===== src/deser_pkg.sv =====
// Constants, register map and state types of the link deserializer.
// Assumes one 25 MHz system clock that also serves as the serial bit clock.
// Functional notes
// - Video word: 20 bits LSB first, two overhead bits, 18 symbols.
// - Control word: bit0 overhead, C0-C4 tripled in 1-15, C5-C8 in 16-19.
// - Video decode uses both overhead bits; control uses bit0 only.
// - Control bits 0 to 4 come from a two-of-three majority vote.
// - Control bits 5 to 8 are taken from their single bit, no vote.
// - Phase flag high with video words, low with control words.
// - Idle line: outputs low, lock high, clock output follows reference.
// - Range select 00..11 picks the band; upper two bands use fast edges.
// - Power-down low tristates outputs and halts PLL; release relocks.
// - Leaving power-down: lock high, outputs low, clock is reference.
// - Reference lock: 16,928 cycles, or 33,600 on the spread variant.
// - Then find transition word, drive lock low, output recovered clock.
// - Spread variant waits 288 further parallel clock cycles before dropping lock.
// - Clock source switches stretch the clock pulse, never glitch.
// - No transition word in 2^22 parallel clocks: lock high, outputs low, retry.
// - Plain variant latency is a fixed pipeline of a few bit periods.
// - Spread variant latency varies with modulation within its bounds; here it uses the same fixed one-word pipeline as the plain variant.
// - Spread select high gives 4 percent spread, low gives 2 percent.
// - Spread modulation period is 1024 parallel clock cycles.
// - Spread change holds data low and invalid for 32,000 bit periods.
// - Control outputs change only in control phase, video only in video.
package deser_pkg;
  localparam int          WORD_BITS       = 20;
  localparam int          VIDEO_BITS      = 18;
  localparam int          CTRL_BITS       = 9;
  localparam int          VOTED_BITS      = 5;
  localparam int          HALF_WORD       = 10;
  localparam int          REF_LOCK_PLAIN  = 16928;
  localparam int          REF_LOCK_SPREAD = 33600;
  localparam int          SEARCH_TIMEOUT  = 4194304;
  localparam int          SS_WAIT_CYC     = 288;
  localparam int          SPREAD_HOLD_CYC = 32000;
  localparam int          MOD_PERIOD      = 1024;
  localparam int          NOINPUT_CYC     = 64;
  localparam logic [19:0] TRANS_WORD_DEF  = 20'hFFC00;
  // Register offsets
  localparam logic [7:0]  CTRL_OFS        = 8'h00;
  localparam logic [7:0]  STATUS_OFS      = 8'h04;
  // Control fields
  localparam int          CTRL_PD_N_BIT   = 0;
  localparam int          CTRL_RNG_LSB    = 1;
  localparam int          CTRL_SS_BIT     = 3;
  localparam logic [3:0]  CTRL_RESET      = 4'h0;
  // Status fields
  localparam int          ST_LOCK_N_BIT   = 0;
  localparam int          ST_IDLE_BIT     = 1;
  localparam int          ST_PHASE_BIT    = 2;
  localparam int          ST_STATE_LSB    = 4;
  localparam int          ST_SPREAD_BIT   = 7;

  typedef enum logic [2:0] {
    LK_OFF,
    LK_REF,
    LK_SEARCH,
    LK_SS_WAIT,
    LK_LOCKED,
    LK_SS_HOLD
  } lock_state_e;
endpackage


===== src/link_deser.sv =====
// Receive side of the DC-balanced serial video link.
// Serial bits arrive one per system clock; the reference clock is a pin
// sampled into the system clock domain. Registers on classic Wishbone.
`timescale 1ns/100ps
module link_deser
  import deser_pkg::*;
#(
  parameter bit          SPREAD_VARIANT = 1'b0,
  parameter int unsigned REF_LOCK_CYC   = SPREAD_VARIANT ? REF_LOCK_SPREAD
                                                         : REF_LOCK_PLAIN,
  parameter int unsigned TIMEOUT_CYC    = SEARCH_TIMEOUT,
  parameter int unsigned HOLD_CYC       = SPREAD_HOLD_CYC,
  parameter logic [19:0] TRANS_WORD     = TRANS_WORD_DEF
) (
  // Clock and reset
  input  wire logic        CLOCK_IN,
  input  wire logic        ARST_N_IN,
  // Wishbone slave
  input  wire logic        WB_CYC_IN,
  input  wire logic        WB_STB_IN,
  input  wire logic        WB_WE_IN,
  input  wire logic [7:0]  WB_ADR_IN,
  input  wire logic [3:0]  WB_SEL_IN,
  input  wire logic [31:0] WB_DAT_IN,
  output logic      [31:0] WB_DAT_OUT,
  output logic             WB_ACK_OUT,
  // Serial link and reference
  input  wire logic        SERIAL_DATA_IN,
  input  wire logic        LOCAL_REF_CLK_IN,
  // Parallel outputs
  output logic      [17:0] VIDEO_WORD_OUT,
  output logic      [8:0]  CTRL_WORD_OUT,
  output logic             PHASE_FLAG_OUT,
  output logic             LOCK_N_OUT,
  output logic             PCLK_OUT,
  output logic             DATA_OE_OUT,
  output logic             LOCK_OE_OUT,
  output logic             FAST_EDGE_OUT,
  // Spread modulation
  output logic      [8:0]  SPREAD_TRI_OUT,
  output logic             SPREAD_WIDE_OUT
);

  typedef struct packed {
    logic        ser_s1;
    logic        ser_s2;
    logic        ser_prev;
    logic        ref_s1;
    logic        ref_s2;
    logic        ref_prev;
    logic [19:0] shift;
    logic [4:0]  bitcnt;
    logic [6:0]  idle_cnt;
    logic        no_input;
    lock_state_e st;
    logic [22:0] cnt;
    logic [9:0]  mod_cnt;
    logic [17:0] video;
    logic [8:0]  ctrl;
    logic        phase;
    logic        lock_n;
    logic        pclk;
    logic        use_rec;
    logic        src_prev;
    logic        oe;
    logic        pd_n;
    logic [1:0]  rng;
    logic        ss;
    logic        ss_applied;
    logic        ack;
    logic [31:0] rdat;
  } state_s;

  state_s q;
  state_s d;

  function automatic logic maj3(input logic [2:0] v);
    return (v[0] & v[1]) | (v[0] & v[2]) | (v[1] & v[2]);
  endfunction

  // Overhead bit0 marks the phase; overhead bit1 flips video symbols
  function automatic logic [17:0] dec_video(input logic [19:0] w);
    return w[19:2] ^ {VIDEO_BITS{w[1]}};
  endfunction

  function automatic logic [8:0] dec_ctrl(input logic [19:0] w);
    logic [8:0] c;
    c = '0;
    for (int i = 0; i < VOTED_BITS; i++) begin
      c[i] = maj3(w[1+3*i +: 3]);
    end
    c[8:5] = w[19:16];
    return c;
  endfunction

  logic [19:0] word_now;
  logic        word_tick;
  logic        ref_rise;
  logic        rec_clk;
  logic        want_rec;
  logic        src_clk;
  logic        access;

  always_comb begin
    d         = q;
    word_now  = {q.ser_s2, q.shift[19:1]};
    word_tick = (q.bitcnt == 5'(WORD_BITS - 1));
    ref_rise  = q.ref_s2 & ~q.ref_prev;
    rec_clk   = (q.bitcnt < 5'(HALF_WORD));
    access    = WB_CYC_IN & WB_STB_IN;

    // Synchronisers and edge history
    d.ser_s1   = SERIAL_DATA_IN;
    d.ser_s2   = q.ser_s1;
    d.ser_prev = q.ser_s2;
    d.ref_s1   = LOCAL_REF_CLK_IN;
    d.ref_s2   = q.ref_s1;
    d.ref_prev = q.ref_s2;
    d.shift    = word_now;
    d.bitcnt   = word_tick ? 5'h00 : 5'(q.bitcnt + 5'h01);

    // Activity detector on the serial line
    if (q.ser_s2 != q.ser_prev) begin
      d.idle_cnt = 7'h00;
      d.no_input = 1'b0;
    end else if (q.idle_cnt == 7'(NOINPUT_CYC - 1)) begin
      d.no_input = 1'b1;
    end else begin
      d.idle_cnt = 7'(q.idle_cnt + 7'h01);
    end

    // Wishbone: ack one cycle after the request, writes land on the ack edge
    d.ack = access & ~q.ack;
    if (access & ~q.ack) begin
      d.rdat = 32'h0000_0000;
      if (WB_ADR_IN == CTRL_OFS) begin
        d.rdat[CTRL_PD_N_BIT]           = q.pd_n;
        d.rdat[CTRL_RNG_LSB +: 2]       = q.rng;
        d.rdat[CTRL_SS_BIT]             = q.ss;
      end else if (WB_ADR_IN == STATUS_OFS) begin
        d.rdat[ST_LOCK_N_BIT]           = q.lock_n;
        d.rdat[ST_IDLE_BIT]             = q.no_input;
        d.rdat[ST_PHASE_BIT]            = q.phase;
        d.rdat[ST_STATE_LSB +: 3]       = q.st;
        d.rdat[ST_SPREAD_BIT]           = q.ss_applied;
      end
    end
    if (access & q.ack & WB_WE_IN & WB_SEL_IN[0] &
        (WB_ADR_IN == CTRL_OFS)) begin
      d.pd_n = WB_DAT_IN[CTRL_PD_N_BIT];
      d.rng  = WB_DAT_IN[CTRL_RNG_LSB +: 2];
      d.ss   = WB_DAT_IN[CTRL_SS_BIT];
    end

    // Spread modulation: triangle over 1024 parallel clocks
    if (word_tick) begin
      d.mod_cnt = 10'(q.mod_cnt + 10'h001);
    end

    // Lock sequencer
    d.cnt = q.cnt;
    case (q.st)
      LK_OFF: begin
        if (q.pd_n) begin
          d.st  = LK_REF;
          d.cnt = '0;
        end
      end
      LK_REF: begin
        if (ref_rise) begin
          d.cnt = 23'(q.cnt + 23'h1);
          if (q.cnt == 23'(REF_LOCK_CYC - 1)) begin
            d.st  = LK_SEARCH;
            d.cnt = '0;
          end
        end
      end
      LK_SEARCH: begin
        if (!q.no_input && word_now == TRANS_WORD) begin
          d.bitcnt     = 5'h00;
          d.cnt        = '0;
          d.ss_applied = q.ss;
          d.st         = SPREAD_VARIANT ? LK_SS_WAIT : LK_LOCKED;
        end else if (word_tick) begin
          // Timeout restarts the search with outputs held low
          if (q.cnt == 23'(TIMEOUT_CYC - 1)) begin
            d.cnt = '0;
          end else begin
            d.cnt = 23'(q.cnt + 23'h1);
          end
        end
      end
      LK_SS_WAIT: begin
        if (word_tick) begin
          d.cnt = 23'(q.cnt + 23'h1);
          if (q.cnt == 23'(SS_WAIT_CYC - 1)) begin
            d.st = LK_LOCKED;
          end
        end
      end
      LK_LOCKED: begin
        if (SPREAD_VARIANT && q.ss != q.ss_applied) begin
          d.st         = LK_SS_HOLD;
          d.cnt        = '0;
          d.ss_applied = q.ss;
        end
      end
      LK_SS_HOLD: begin
        d.cnt = 23'(q.cnt + 23'h1);
        if (q.ss != q.ss_applied) begin
          d.cnt        = '0;
          d.ss_applied = q.ss;
        end else if (q.cnt == 23'(HOLD_CYC - 1)) begin
          d.st = LK_LOCKED;
        end
      end
      default: d.st = LK_OFF;
    endcase
    if (q.no_input && q.st inside {LK_SS_WAIT, LK_LOCKED, LK_SS_HOLD}) begin
      d.st  = LK_SEARCH;
      d.cnt = '0;
    end
    if (!q.pd_n) begin
      d.st = LK_OFF;
    end

    // Outputs
    d.oe     = (d.st != LK_OFF);
    d.lock_n = !(d.st inside {LK_LOCKED, LK_SS_HOLD});
    if (d.st != LK_LOCKED) begin
      // Invalid data is driven low: power-up, idle line, timeout, spread hold
      d.video = '0;
      d.ctrl  = '0;
      d.phase = 1'b0;
    end else if (word_tick) begin
      // Fixed one-word pipeline keeps latency constant
      d.phase = word_now[0];
      if (word_now[0]) begin
        d.video = dec_video(word_now);
      end else begin
        d.ctrl = dec_ctrl(word_now);
      end
    end

    // Clock source switch: hold the level, then hand over on an edge of the
    // new source into that level, so that no pulse comes out short
    want_rec   = d.st inside {LK_SS_WAIT, LK_LOCKED, LK_SS_HOLD};
    src_clk    = want_rec ? rec_clk : q.ref_s2;
    d.src_prev = src_clk;
    if (q.use_rec != want_rec) begin
      if (src_clk == q.pclk && q.src_prev != q.pclk) begin
        d.use_rec = want_rec;
      end
    end else begin
      d.pclk = q.use_rec ? rec_clk : q.ref_s2;
    end
  end

  always_ff @(posedge CLOCK_IN or negedge ARST_N_IN) begin
    if (!ARST_N_IN) begin
      q            <= '0;
      q.st         <= LK_OFF;
      q.lock_n     <= 1'b1;
      q.no_input   <= 1'b1;
      q.pd_n       <= CTRL_RESET[CTRL_PD_N_BIT];
      q.rng        <= CTRL_RESET[CTRL_RNG_LSB +: 2];
      q.ss         <= CTRL_RESET[CTRL_SS_BIT];
    end else begin
      q <= d;
    end
  end

  assign WB_DAT_OUT      = q.rdat;
  assign WB_ACK_OUT      = q.ack;
  assign VIDEO_WORD_OUT  = q.video;
  assign CTRL_WORD_OUT   = q.ctrl;
  assign PHASE_FLAG_OUT  = q.phase;
  assign LOCK_N_OUT      = q.lock_n;
  assign PCLK_OUT        = q.pclk;
  assign DATA_OE_OUT     = q.oe;
  assign LOCK_OE_OUT     = q.oe;
  assign FAST_EDGE_OUT   = q.rng[1];
  // Triangle index scales the offset; wide flag picks 4 or 2 percent
  assign SPREAD_TRI_OUT  = (SPREAD_VARIANT && q.st == LK_LOCKED)
                           ? (q.mod_cnt[9] ? ~q.mod_cnt[8:0] : q.mod_cnt[8:0])
                           : 9'h000;
  assign SPREAD_WIDE_OUT = SPREAD_VARIANT & q.ss_applied;

endmodule


===== config.mk =====
export PLATFORM = sky130hd
export DESIGN_NAME = link_deser
export DESIGN_NICKNAME = d
export VERILOG_FILES = /design/src/deser_pkg.sv /design/src/link_deser.sv
export SDC_FILE = /design/constraint.sdc
export NUM_CORES = 1
export LEC_CHECK = 0
export BUFFER_PORTS_ARGS = -buffer_cell sky130_fd_sc_hd__buf_4
export CAP_MARGIN = 20
export CORE_ASPECT_RATIO = 0.75
export CORE_MARGIN = 2
export CORE_UTILIZATION = 35
export CTS_CLUSTER_SIZE = 12
export DETAILED_ROUTE_END_ITERATION = 10
export PLACE_DENSITY = 0.6
export SLEW_MARGIN = 10
export SYNTH_ARGS = -nofsm -noshare
export SYNTH_HDL_FRONTEND = slang
export SYNTH_SLANG_ARGS = --single-unit

===== constraint.sdc =====
create_clock -name CLOCK_IN -period 5.6 [get_ports CLOCK_IN]
set_clock_uncertainty 0.15 [all_clocks]
set_input_delay 0.56 -clock CLOCK_IN [delete_from_list [all_inputs] [get_ports CLOCK_IN]]
set_output_delay 0.56 -clock CLOCK_IN [all_outputs]
set_load 0.02 [all_outputs]

==> results.toml <==
[cts]
postCtsSetupRepairBufs = 0
cts_made_buffers = 9
ctsHoldBuffers = 0
cts.path.max_buffers = 2
clkTransAtPathRegs_ns = 0.07
cts.sinks = 110
ctsResizeCount = 0
worstSkewPairLatency_ns = 0.36
htree_num_levels = 3
root_buffer = "clkbuf_16"
cts_tree = "yes"

[timing]
finalSetupTns_ns = 0
min_period_over_period = 0.669
slew_violations = 0
slew-limit-headroom = 0.341
period_needed_ns = 3.74
max_freq_mhz = 267
worstMarginPinSlew_ns = 0.988
setup_viol = 0
rsz0062_at_grt = "no"
hold_viol_final = 0
hold_ws_ns = 0.0723

[drt]
drc = 0
dr.first_iter.drc_count = 302
totalWireLength_um = 12400
avgViaCountPerCell = 5.30
num_vias = 4222
drtPass1Iterations = 5
wire_per_inst_um = 15.5
antenna_left = 0

[critical_path]
slowest_delay_ns = 0.80
crit_path_max_fanout = 20
arrival_ns = 3.88
end_kind = "flop"
slowest_stage = "nor2_1"
r2r_setup_slack_ns = 1.86
crit_path_cell_trace = "nor4b_2 -> and3_1 -> a31oi_1 -> o21ai_1 -> nand2_1 -> nor2_1 -> mux2_2"
crit_type = "reg2reg"
required_ns = 5.74
cp-start-kind = "flop"

[floorplanning]
core_sq_um = 16700
start_util = 0.353
placementRows = 41
die_area_sq_um = 17900
die_y_um = 116
die_x_um = 154
pin_count = 127

[final_layout]
n_antenna_cell = 0
layout-drive-gt1-share = 0.216
syn2layout_area_growth_pct = 8.92
layout.nets = 634
multiInputGateArea_sq_um = 2580
final.fill_count = 1620
seqCellArea_sq_um = 2760
final_area_sq_um = 6420

[logic_synthesis]
syn_area_sq_um = 5890
synth_edf_count = 0
synth_top_cell_by_area = "dfrtp_1"
netlist_instances = 562
synth.area.top_cells = "dfrtp_1 (46%), buf_4 (8.9%), nor2_1 (4.0%)"
synth-adder-area-share = 0.0127
synth_top_area_share = 0.459
synth-compound-area-share = 0.148
synth_top_family_by_area = "simple AND/OR/NAND/NOR gates"
synth-seq-area-share = 0.468
syn_area_per_cell_sq_um = 10.5
synth_seq_cells = 110
synth_xor_area_frac = 0.0386
synthMuxAreaShare = 0.0333
synth.distinct_cells = 78
yosys-top-cells-count = "dfrtp_1 (108), buf_4 (70), nor2_1 (63)"
synthArstFlopShare = 1.00
yosysWarnings = 0
yosysMostFrequentCell = "dfrtp_1"
ys.flop_type = "dfrtp_1"
synthSimpleGateAreaFrac = 0.183

[place]
place_area_sq_um = 6130
portBuffers = 61
hpwl_um = 8590
place_congestion = 0.862

[global_routing]
grt_max_degree = 63
antenna_found_initial = 0
grt-ovfl-total = 0
grt_pass1_wl_um = 20600
track_usage = 0.144
grt_pass1_vias = 4001

[status]
run_status = "completed"

[run]
cap_violations = 0

[pwr]
ir_worst_vdd_mv = 0.124
p_per_area_nw_per_um2 = 240
leakagePower_nw = 2.86

[min_path]
hp-class = "in2async"
routing by layer:
metal	up-vias	global-route usage	routed length, um	share of wire
met5	-	0	0	0
met4	0	0.0548	199	0.016
met3	18	0.0353	711	0.057
met2	146	0.221	5510	0.45
met1	2113	0.199	5960	0.48
li1	1945	-	-	-
registers in the layout (all words and copies together) (netlist names):
name            count
VIDEO_WORD_OUT     18
FAST_EDGE_OUT       1
LOCK_N_OUT          1
WB_DAT_OUT          8
CTRL_WORD_OUT       9
WB_ACK_OUT          1
PCLK_OUT            1
d                  22
q                  47
PHASE_FLAG_OUT      1
DATA_OE_OUT         1
cells by family after synthesis:
logic type,after synthesis
simple gates,192
flops,110
compound gates,105
buf+inv,104
xor+xnor,26
mux,18
fa+ha+maj,6
other cells,1
stage by stage:
stage / total power, mW / worst slack [ns] / utilization / cells
6_report: 1.54 / 1.86 / 0.385 / 797
5_1_grt: 1.61 / 1.57 / 0.385 / 797
4_1_cts: 1.57 / 1.82 / 0.385 / 797
3_5_place_dp: 0.927 / 1.92 / 0.367 / 781
3_3_place_gp: 0.923 / 1.95 / 0.367 / 781
2_1_floorplan: 0.906 / 3.14 / - / 595
worst max-delay path, delay by kind of cell, from the launching register on:
family / cells / cell delay [ns]
AO/OA/AOI/OAI: 2 / 0.60
AND/OR/NAND/NOR: 4 / 1.89
multiplexers: 1 / 0.29
flip-flops: 1 / 0.75
cell type report:
| class | instances | area share |
|---|---|---|
| repair buffers | 64 | 0.0749 |
| well taps | 215 | 0.0419 |
| flip-flops and latches | 110 | 0.429 |
| inverters | 11 | 0.00643 |
| clock buffers | 11 | 0.0394 |
| clock inverters | 5 | 0.00624 |
| multi-input cells | 381 | 0.402 |
placed cells by master (no fill, tap or decap), types with 5 or more instances in the layout:
master	instances
a211oi_1	7
a211oi_2	13
a21o_1	7
a21oi_1	8
a22o_1	14
a32o_1	5
and3_1	13
buf_4	64
clkbuf_16	9
conb_1	34
dfrtp_1	108
ha_1	6
inv_1	11
mux2_2	9
mux2i_1	8
nand2_1	25
nand2b_1	6
nand3_1	21
nand4_1	10
nor2_1	63
nor2b_1	7
nor3_1	8
o21ai_0	17
or4_1	5
xnor2_1	19
xor2_1	7
worst paths after layout:
check | to | cells after the start | start
setup / recovery | q[81] | 7 | d[121]
hold / removal | q[91] | 1 | ARST_N_IN
setup reg to reg | q[81] | 7 | d[121]
hold reg to reg | d[140] | 0 | d[141]
max in group asynchronous | WB_DAT_OUT[2] | 2 | ARST_N_IN
min in group CLOCK_IN | d[144] | 1 | SERIAL_DATA_IN
where the power goes:
part	internal, mW	total, mW	switching [mW]	leakage (nW)
sequential	0.807	0.826	0.0184	1.46
combinational	0.0285	0.0842	0.0557	1.25
clock	0.330	0.629	0.298	0.146
total	1.17	1.54	0.372	2.86
(Power assumes the default switching activity.)
